## config.mk

```make
export PLATFORM = sky130hd
export DESIGN_NAME = srw_top
export DESIGN_NICKNAME = d
export VERILOG_FILES = /design/src/rtl/srw_pkg.sv /design/src/rtl/srw_tick.sv /design/src/rtl/srw_ramp_cnt.sv /design/src/rtl/srw_top.sv
export SDC_FILE = /design/constraint.sdc
export NUM_CORES = 1
export LEC_CHECK = 0
export ABC_CLOCK_PERIOD_IN_PS = 4059
export BUFFER_PORTS_ARGS = -buffer_cell sky130_fd_sc_hd__buf_2
export CELL_PAD_IN_SITES_DETAIL_PLACEMENT = 1
export CELL_PAD_IN_SITES_GLOBAL_PLACEMENT = 1
export CORE_ASPECT_RATIO = 0.75
export CORE_MARGIN = 8
export CORE_UTILIZATION = 29
export DETAILED_ROUTE_END_ITERATION = 12
export GPL_TIMING_DRIVEN = 0
export PLACE_DENSITY_LB_ADDON = 0.2
export SYNTH_ARGS = -nofsm -noshare
export SYNTH_HDL_FRONTEND = slang
export SYNTH_SLANG_ARGS = --single-unit
```

## constraint.sdc

```tcl
create_clock -name clk -period 4.06 [get_ports clk]
set_clock_uncertainty 0.2 [all_clocks]
set_input_delay 0.812 -clock clk [delete_from_list [all_inputs] [get_ports clk]]
set_output_delay 0.812 -clock clk [all_outputs]
set_load 0.005 [all_outputs]
```

## src/rtl/srw_pkg.sv

```systemverilog
// Package of constants and state types for the supply reset and watchdog block.
// Assumes a single 40 MHz clock; analog comparators arrive as synchronous flags.
package srw_pkg;

	// ==========================================================
	// Timebase
	localparam int unsigned SRW_CLK_HZ = 40000000;
	localparam int unsigned SRW_TICK_NS = 1000;
	localparam int unsigned SRW_TICK_CYC = (SRW_CLK_HZ / 1000000) * SRW_TICK_NS / 1000;
	localparam int SRW_TB_W = 6;

	// ==========================================================
	// Ramp and detector timing, in timebase ticks and ramp cycles
	localparam int SRW_RAMP_W = 16;
	localparam logic [15:0] SRW_CHARGE_TICKS = 16'h0064;
	localparam logic [15:0] SRW_DISCHARGE_TICKS = 16'h0064;
	localparam logic [15:0] SRW_RELEASE_TICKS = 16'h0100;
	localparam logic [15:0] SRW_REACTION_TICKS = 16'h0004;
	localparam logic [2:0] SRW_TIMEOUT_CYCLES = 3'h4;
	localparam logic [1:0] SRW_LOW_CYCLES = 2'h1;

	// ==========================================================
	// Reset values
	localparam logic SRW_SUPPLY_OK_RST = 1'b0;
	localparam logic SRW_WDOG_OK_RST = 1'b1;

	// ==========================================================
	// Detector states, one-hot
	typedef enum logic [2:0] {
		SRW_DET_LOW = 3'b001,
		SRW_DET_DELAY = 3'b010,
		SRW_DET_OK = 3'b100
	} srw_det_t;

	// ==========================================================
	// Watchdog ramp states, one-hot
	typedef enum logic [2:0] {
		SRW_WD_IDLE = 3'b001,
		SRW_WD_CHARGE = 3'b010,
		SRW_WD_DISCHARGE = 3'b100
	} srw_wd_t;

endpackage

```

## src/rtl/srw_tick.sv

```systemverilog
// One-cycle enable pulse every SRW_TICK_CYC clocks.
// Assumes rst_n is the synchronised reset of the top module.
module srw_tick
	import srw_pkg::*;
(
	input wire logic clk,
	input wire logic rst_n,
	output logic tick
);

	typedef struct packed {
		logic [SRW_TB_W-1:0] cnt;
		logic tick;
	} srw_tick_st_t;

	srw_tick_st_t st_q;
	srw_tick_st_t st_d;

	always_comb begin
		st_d = st_q;
		st_d.tick = 1'b0;
		if (st_q.cnt == SRW_TB_W'(SRW_TICK_CYC - 1)) begin
			st_d.cnt = '0;
			st_d.tick = 1'b1;
		end else begin
			st_d.cnt = st_q.cnt + SRW_TB_W'(1);
		end
	end

	always_ff @(posedge clk or negedge rst_n) begin
		if (!rst_n) begin
			st_q <= '0;
		end else begin
			st_q <= st_d;
		end
	end

	assign tick = st_q.tick;

endmodule

```

## src/rtl/srw_ramp_cnt.sv

```systemverilog
// Tick counter standing in for the timing capacitor voltage.
// Assumes clr and inc are synchronous controls; inc is a one-cycle tick, clr may be held high for many cycles.
module srw_ramp_cnt
	import srw_pkg::*;
(
	input wire logic clk,
	input wire logic rst_n,
	input wire logic clr,
	input wire logic inc,
	output logic [SRW_RAMP_W-1:0] cnt
);

	typedef struct packed {
		logic [SRW_RAMP_W-1:0] cnt;
	} srw_ramp_st_t;

	srw_ramp_st_t st_q;
	srw_ramp_st_t st_d;

	always_comb begin
		st_d = st_q;
		if (clr) begin
			st_d.cnt = '0;
		end else if (inc && st_q.cnt != '1) begin
			st_d.cnt = st_q.cnt + SRW_RAMP_W'(1);
		end
	end

	always_ff @(posedge clk or negedge rst_n) begin
		if (!rst_n) begin
			st_q <= '0;
		end else begin
			st_q <= st_d;
		end
	end

	assign cnt = st_q.cnt;

endmodule

```

## src/rtl/srw_top.sv

```systemverilog
// Supply supervisor and ramp watchdog with reset and status outputs.
// Assumes comparator flags and the trigger are synchronous to the 40 MHz clk.
module srw_top
	import srw_pkg::*;
(
	input wire logic clk,
	input wire logic arst_n,
	input wire logic below_detect,
	input wire logic above_release,
	input wire logic above_min_level,
	input wire logic watchdog_enable,
	input wire logic load_current_active,
	input wire logic watchdog_trigger_in,
	output logic supply_ok_out,
	output logic watchdog_ok_out,
	output logic combined_status_out
);

	// ==========================================================
	// Reset release
	logic [1:0] rst_sync_q;
	logic rst_n;

	always_ff @(posedge clk or negedge arst_n) begin
		if (!arst_n) begin
			rst_sync_q <= 2'b00;
		end else begin
			rst_sync_q <= {rst_sync_q[0], 1'b1};
		end
	end

	assign rst_n = rst_sync_q[1];

	// ==========================================================
	// Timebase and ramps
	logic tick;
	logic [SRW_RAMP_W-1:0] det_cnt;
	logic [SRW_RAMP_W-1:0] wd_cnt;
	logic det_clr;
	logic det_inc;
	logic wd_clr;
	logic wd_inc;

	srw_tick u_tick (
		.clk(clk),
		.rst_n(rst_n),
		.tick(tick)
	);

	srw_ramp_cnt u_det_ramp (
		.clk(clk),
		.rst_n(rst_n),
		.clr(det_clr),
		.inc(det_inc),
		.cnt(det_cnt)
	);

	srw_ramp_cnt u_wd_ramp (
		.clk(clk),
		.rst_n(rst_n),
		.clr(wd_clr),
		.inc(wd_inc),
		.cnt(wd_cnt)
	);

	// ==========================================================
	// State
	typedef struct packed {
		srw_det_t det;
		logic [SRW_RAMP_W-1:0] dip;
		srw_wd_t wd;
		logic [2:0] cycles;
		logic [1:0] low_cycles;
		logic trig_prev;
		logic supply_ok;
		logic wdog_ok;
		logic combined;
	} srw_st_t;

	srw_st_t st_q;
	srw_st_t st_d;
	logic monitoring;
	logic trig_rise;
	logic trig_take;
	logic cycle_done;

	assign monitoring = watchdog_enable && load_current_active;
	assign trig_rise = watchdog_trigger_in && !st_q.trig_prev;

	always_comb begin
		st_d = st_q;
		det_clr = 1'b0;
		det_inc = 1'b0;
		wd_clr = 1'b0;
		wd_inc = 1'b0;
		cycle_done = 1'b0;
		trig_take = 1'b0;
		st_d.trig_prev = watchdog_trigger_in;

		// Detector: dips are filtered by the reaction counter first.
		if (below_detect) begin
			if (tick && st_q.dip != SRW_REACTION_TICKS) begin
				st_d.dip = st_q.dip + SRW_RAMP_W'(1);
			end
		end else begin
			st_d.dip = '0;
		end
		case (st_q.det)
			SRW_DET_OK: begin
				if (below_detect && st_q.dip == SRW_REACTION_TICKS) begin
					st_d.det = SRW_DET_LOW;
					det_clr = 1'b1;
				end
			end
			SRW_DET_LOW: begin
				det_clr = 1'b1;
				if (above_min_level && above_release && !below_detect) begin
					st_d.det = SRW_DET_DELAY;
				end
			end
			SRW_DET_DELAY: begin
				if (below_detect || !above_release) begin
					st_d.det = SRW_DET_LOW;
					det_clr = 1'b1;
				end else if (det_cnt >= SRW_RELEASE_TICKS) begin
					st_d.det = SRW_DET_OK;
				end else begin
					det_inc = tick;
				end
			end
			default: st_d.det = SRW_DET_LOW;
		endcase
		st_d.supply_ok = (st_d.det == SRW_DET_OK);

		// Watchdog ramp.
		case (st_q.wd)
			SRW_WD_IDLE: begin
				wd_clr = 1'b1;
				st_d.cycles = '0;
				if (monitoring) begin
					st_d.wd = SRW_WD_CHARGE;
				end
			end
			SRW_WD_CHARGE: begin
				wd_inc = tick;
				if (wd_cnt >= SRW_CHARGE_TICKS) begin
					st_d.wd = SRW_WD_DISCHARGE;
					wd_clr = 1'b1;
				end
			end
			SRW_WD_DISCHARGE: begin
				wd_inc = tick;
				if (wd_cnt >= SRW_DISCHARGE_TICKS) begin
					cycle_done = 1'b1;
					st_d.wd = SRW_WD_CHARGE;
					wd_clr = 1'b1;
				end
			end
			default: st_d.wd = SRW_WD_IDLE;
		endcase

		if (st_q.wd != SRW_WD_IDLE && monitoring && st_q.wdog_ok && trig_rise) begin
			trig_take = 1'b1;
			st_d.wd = SRW_WD_CHARGE;
			wd_clr = 1'b1;
			st_d.cycles = '0;
		end else if (cycle_done) begin
			if (!st_q.wdog_ok) begin
				st_d.low_cycles = st_q.low_cycles + 2'h1;
				if (st_q.low_cycles + 2'h1 == SRW_LOW_CYCLES) begin
					st_d.wdog_ok = 1'b1;
					st_d.cycles = '0;
				end
			end else if (st_q.cycles + 3'h1 == SRW_TIMEOUT_CYCLES) begin
				st_d.wdog_ok = 1'b0;
				st_d.low_cycles = '0;
				st_d.cycles = '0;
			end else begin
				st_d.cycles = st_q.cycles + 3'h1;
			end
		end

		// Deactivation: high output stops now, low output waits for cycle end.
		if (!monitoring && st_q.wd != SRW_WD_IDLE && !trig_take) begin
			if (st_q.wdog_ok) begin
				st_d.wd = SRW_WD_IDLE;
				st_d.cycles = '0;
			end else if (cycle_done) begin
				st_d.wd = SRW_WD_IDLE;
				st_d.wdog_ok = 1'b1;
			end
		end

		st_d.combined = st_d.supply_ok && st_d.wdog_ok;
	end

	always_ff @(posedge clk or negedge rst_n) begin
		if (!rst_n) begin
			st_q.det <= SRW_DET_LOW;
			st_q.dip <= '0;
			st_q.wd <= SRW_WD_IDLE;
			st_q.cycles <= '0;
			st_q.low_cycles <= '0;
			st_q.trig_prev <= 1'b0;
			st_q.supply_ok <= SRW_SUPPLY_OK_RST;
			st_q.wdog_ok <= SRW_WDOG_OK_RST;
			st_q.combined <= 1'b0;
		end else begin
			st_q <= st_d;
		end
	end

	assign supply_ok_out = st_q.supply_ok;
	assign watchdog_ok_out = st_q.wdog_ok;
	assign combined_status_out = st_q.combined;

	// ==========================================================
	// Checks
	AST_COMBINED: assert property (@(posedge clk) disable iff (!rst_n)
		combined_status_out == (supply_ok_out && watchdog_ok_out))
		else $error("Combined status differs from AND of outputs.");

	AST_DETECT_LOW: assert property (@(posedge clk) disable iff (!rst_n)
		(st_q.det == SRW_DET_OK && below_detect && st_q.dip == SRW_REACTION_TICKS)
		|=> !supply_ok_out)
		else $error("Supply-ok did not fall on detect.");

	AST_HOLD_LOW: assert property (@(posedge clk) disable iff (!rst_n)
		(!supply_ok_out && !above_release) |=> !supply_ok_out)
		else $error("Supply-ok rose below release threshold.");

	AST_RELEASE_RISE: assert property (@(posedge clk) disable iff (!rst_n)
		(st_q.det == SRW_DET_DELAY && det_cnt >= SRW_RELEASE_TICKS && !below_detect
		&& above_release) |=> supply_ok_out)
		else $error("Supply-ok not released at end of delay.");

	AST_RELEASE_DELAY: assert property (@(posedge clk) disable iff (!rst_n)
		$rose(supply_ok_out) |-> $past(det_cnt) >= SRW_RELEASE_TICKS)
		else $error("Supply-ok released before delay.");

	AST_DIP_FILTER: assert property (@(posedge clk) disable iff (!rst_n)
		(supply_ok_out && st_q.dip != SRW_REACTION_TICKS) |=> supply_ok_out)
		else $error("Short dip dropped supply-ok.");

	AST_RAMP_TURN: assert property (@(posedge clk) disable iff (!rst_n)
		(st_q.wd == SRW_WD_CHARGE && wd_cnt >= SRW_CHARGE_TICKS && monitoring && !trig_take)
		|=> st_q.wd == SRW_WD_DISCHARGE)
		else $error("Ramp did not turn to discharge at the upper threshold.");

	AST_TRIG_RESTART: assert property (@(posedge clk) disable iff (!rst_n)
		trig_take |=> (st_q.wd == SRW_WD_CHARGE && st_q.cycles == 3'h0 && watchdog_ok_out))
		else $error("Trigger did not restart the cycle.");

	AST_TIMEOUT: assert property (@(posedge clk) disable iff (!rst_n)
		(cycle_done && watchdog_ok_out && !trig_take && monitoring && st_q.cycles == 3'h3)
		|=> !watchdog_ok_out)
		else $error("No timeout after four cycles.");

	AST_DEACT_CLEAR: assert property (@(posedge clk) disable iff (!rst_n)
		(!monitoring && watchdog_ok_out && st_q.wd != SRW_WD_IDLE)
		|=> (st_q.cycles == 3'h0 && st_q.wd == SRW_WD_IDLE))
		else $error("Cycle count not cleared on deactivation.");

	AST_LOW_HOLD: assert property (@(posedge clk) disable iff (!rst_n)
		(!watchdog_ok_out && !cycle_done) |=> !watchdog_ok_out)
		else $error("Watchdog-ok rose before cycle end.");

	AST_LOW_END: assert property (@(posedge clk) disable iff (!rst_n)
		(!watchdog_ok_out && cycle_done) |=> watchdog_ok_out)
		else $error("Watchdog-ok stayed low after one cycle.");

	AST_RESUME: assert property (@(posedge clk) disable iff (!rst_n)
		$rose(watchdog_ok_out) |-> (st_q.cycles == 3'h0 && st_q.wd != SRW_WD_DISCHARGE))
		else $error("Monitoring did not resume cleanly after the low period.");

	AST_NO_TRIG_LOW: assert property (@(posedge clk) disable iff (!rst_n)
		(!watchdog_ok_out || !monitoring) |-> !trig_take)
		else $error("Trigger taken while not allowed.");

	AST_DISABLE: assert property (@(posedge clk) disable iff (!rst_n)
		(!watchdog_enable && watchdog_ok_out) |=> st_q.wd == SRW_WD_IDLE)
		else $error("Watchdog kept running while disabled.");

	COV_RELEASE: cover property (@(posedge clk) disable iff (!rst_n) $rose(supply_ok_out));
	COV_TIMEOUT: cover property (@(posedge clk) disable iff (!rst_n) $fell(watchdog_ok_out));
	COV_RECOVER: cover property (@(posedge clk) disable iff (!rst_n) $rose(watchdog_ok_out));
	COV_TRIGGER: cover property (@(posedge clk) disable iff (!rst_n) trig_take);

endmodule

```

==> impl_results.md <==
* Non-Filler Instances at 557
* Die Span X at 144.6 um
* GR Util All Layers at 0.1056
* Initial antenna violation count at 0
* Worst Setup Start Kind: flop
* Die area at 16250 um2
* Seq pwr share at 0.458
* DRC at 0
* Clock network fraction of design power at 0.504
* Cell taking the most area after synthesis: dfrtp_1
* CTS root buffer: clkbuf_16
* Router iterations before antenna repair at 4
* Worst path arrival time at 2.29 ns
* Leak Pwr at 0.001756 uW
* Distinct cells, synth at 57
* Starting Density at 0.2953
* Routed len/inst at 14.09 um
* Via count at 2651
* Flop2flop setup slack at 1.79 ns
* Post-synth top area share at 0.4803
* Switching Share at 0.2201
* Achievable Freq at 441.3 MHz
* RSZ-0062 raised after global routing: false
* First-pass GRT wire length at 13.81 mm
* Internal at 1249 uW
* Measured slew at the worst slew-check pin at 0.5269 ns
* Async set or reset register ratio after synthesis at 1.000
* Hold-fix buffers, CTS at 0
* Hold crit path type: reg -> async
* Grt total ovfl at 0
* Max-cap violations at 0
* Fin nets at 404
* Cell Area, Synth at 3595 um2
* Synthesized instance count at 364
* Number of I/O port buffers at 10
* P_sw at 352.4 uW
* Setup Buffers After CTS at 0
* Largest net degree at the start of global routing at 54
* Synthesized area per cell at 9.876 um2
* Outcome: finished, final reports clean
* FP Rows at 35
* Synth top cells by count: dfrtp_1 (69), nor2_1 (54), nand2_1 (28), inv_1 (18), xnor2_1 (17)
* TritonCTS buffer count at 9
* Setup crit end kind: flop
* Drt total wl at 7.848 mm
* Relative slew slack at 0.6455
* Seq/Total Area, Yosys at 0.5023
* Combinational share of power at 0.038
* ANT nets after route at 0
* Number of diodes at 0
* Crit share post-route at 0.5582
* H-tree Lvls at 3
* Bufs on Longest Clock Path at 2
* Count leader, synth: dfrtp_1
* Via density at 4.759
* Core box area at 12170 um2
* Syn nets at 382
* Yosys warnings at 0
* Post-synth EDFFs at 0
* DP Wirelength at 5.724 mm
* Worst EP required at 4.08 ns
* Post-synth top flop: dfrtp_1
* Fraction of layout cells with a size suffix above 1 at 0.1228
* Slew Limit Fails at 0
* # placed instances at 541
* Resized cells post-CTS at 0
* Cell area after layout at 4192 um2
* Minimum clock period at 2.266 ns
* Vias in the first global route at 2794
* Placed inst area at 3884 um2
* WS Path Type: reg -> reg
* Clock edge transition at the registers on the reported setup and hold paths at 0.06 ns
* Ranking of synthesized cells by area: dfrtp_1 (48%), nor2_1 (5.6%), xnor2_1 (4.1%), ha_1 (3.5%), nand2_1 (2.9%)
* Setup_tns at 0 ns
* Layout area overhead at 16.60%
* Worst-path fanout max at 8
* Die Ht at 112.4 um
* PD cells at 382.0 nW/um2
* Worst vdd ir at 0.1974 mV
* DRT iter0 DRCs at 82
* Yosys reg bits at 72
* Gp weighted congestion at 0.7123
* I/O pin cnt at 11
* Sink Count at 72
* # setup viols final at 0
* Worst skew pair latency at 0.33 ns
* Hold Vio Cnt, Final at 0
* CTS tree: built
==> registers in the layout, summed over array words and instances (netlist names), 2 cells and up <==
name            flops
u_wd_ramp.cnt      16
u_det_ramp.cnt     16
st_q               28
rst_sync_q          2
u_tick.st_q         6
==> path summary, 6_finish.rpt <==
check                               from             endpoint  depth (start not counted)
hold reg to reg            rst_sync_q[1]             st_q[23]                          0
min in group clk           rst_sync_q[0]        rst_sync_q[1]                          0
max in group asynchronous  rst_sync_q[1]      watchdog_ok_out                          1
hold / removal             rst_sync_q[1]             st_q[23]                          0
setup reg to reg                st_q[12]  combined_status_out                          7
setup / recovery                st_q[12]  combined_status_out                          7
==> power by group through the flow <==
stage | Sequential (uW) | Clock (uW) | Combinational, uW
2_1_floorplan | 749 | 0 | 32.5
3_3_place_gp | 756 | 0 | 48.6
3_5_place_dp | 746 | 0 | 63.7
4_1_cts | 733 | 838 | 64.1
5_1_grt | 734 | 866 | 70.9
6_report | 733 | 807 | 61.2
==> layer usage <==
layer / vias up / global-route usage / share of wire
li1: 1312 / - / -
met1: 1312 / 0.1449 / 0.54
met5: - / 0 / 0
met3: 9 / 0.02799 / 0.025
met2: 18 / 0.1569 / 0.42
met4: 0 / 0.03527 / 0.013
==> kinds of logic (layout without fill, tap and decap cells) <==
kind of cell	after synthesis	after routing	synth area share
xor gates and xnor gates	27	27	0.06578
muxes	3	3	0.008702
other	1	1	0.001043
AOI/OAI and AO/OA	54	54	0.1072
adders and majority gates	10	10	0.03481
DFF	72	72	0.5023
and+or+nand+nor	172	172	0.2530
buffers and inverters	25	52	0.02715
==> per-stage QoR <==
stage,worst slack [ns],hold WS (ns),util,power (uW)
after floorplan,1.712,0.1312,-,781.8
after global placement,0.6997,0.1408,0.3164,804.4
after detailed placement,1.581,0.01553,0.3190,809.7
after CTS,1.761,0.01946,0.3443,1635
after global routing,1.470,0.04084,0.3443,1671
final,1.794,0.009827,0.3443,1601
==> cells in the final DEF, fill, tap and decap left out, drive strengths merged, types with 8 or more instances in the layout <==
cell type and n:
dfrtp 69, nor2 54, nand2 28, inv 18
xnor2 17, a21oi 17, buf 14, clkbuf 14
nand3 13, o21ai 13, nand4 11, nor3 11
xor2 10, and2 10, ha 10, a31oi 8
==> area by class of cell <==
| type | instances | area (um2) |
|---|---|---|
| fill | 1425 | 7983 |
| clock buffer | 11 | 252.7 |
| multi-input combinational | 267 | 1692 |
| timing repair buffer | 11 | 77.57 |
| tap | 166 | 207.7 |
| buffer | 6 | 26.28 |
| sequential | 72 | 1809 |
| inverter | 19 | 71.32 |
| clock inverter | 5 | 55.05 |
==> worst max-delay path, stage by stage, from the launching register on <==
cell	delay, ns
dfrtp_1	0.41
inv_1	0.10
ha_1	0.16
nor4b_1	0.24
nand4_1	0.37
o21ai_0	0.42
nand2_1	0.12
and2_1	0.15
Note: power is estimated with default switching activity, not from simulation.
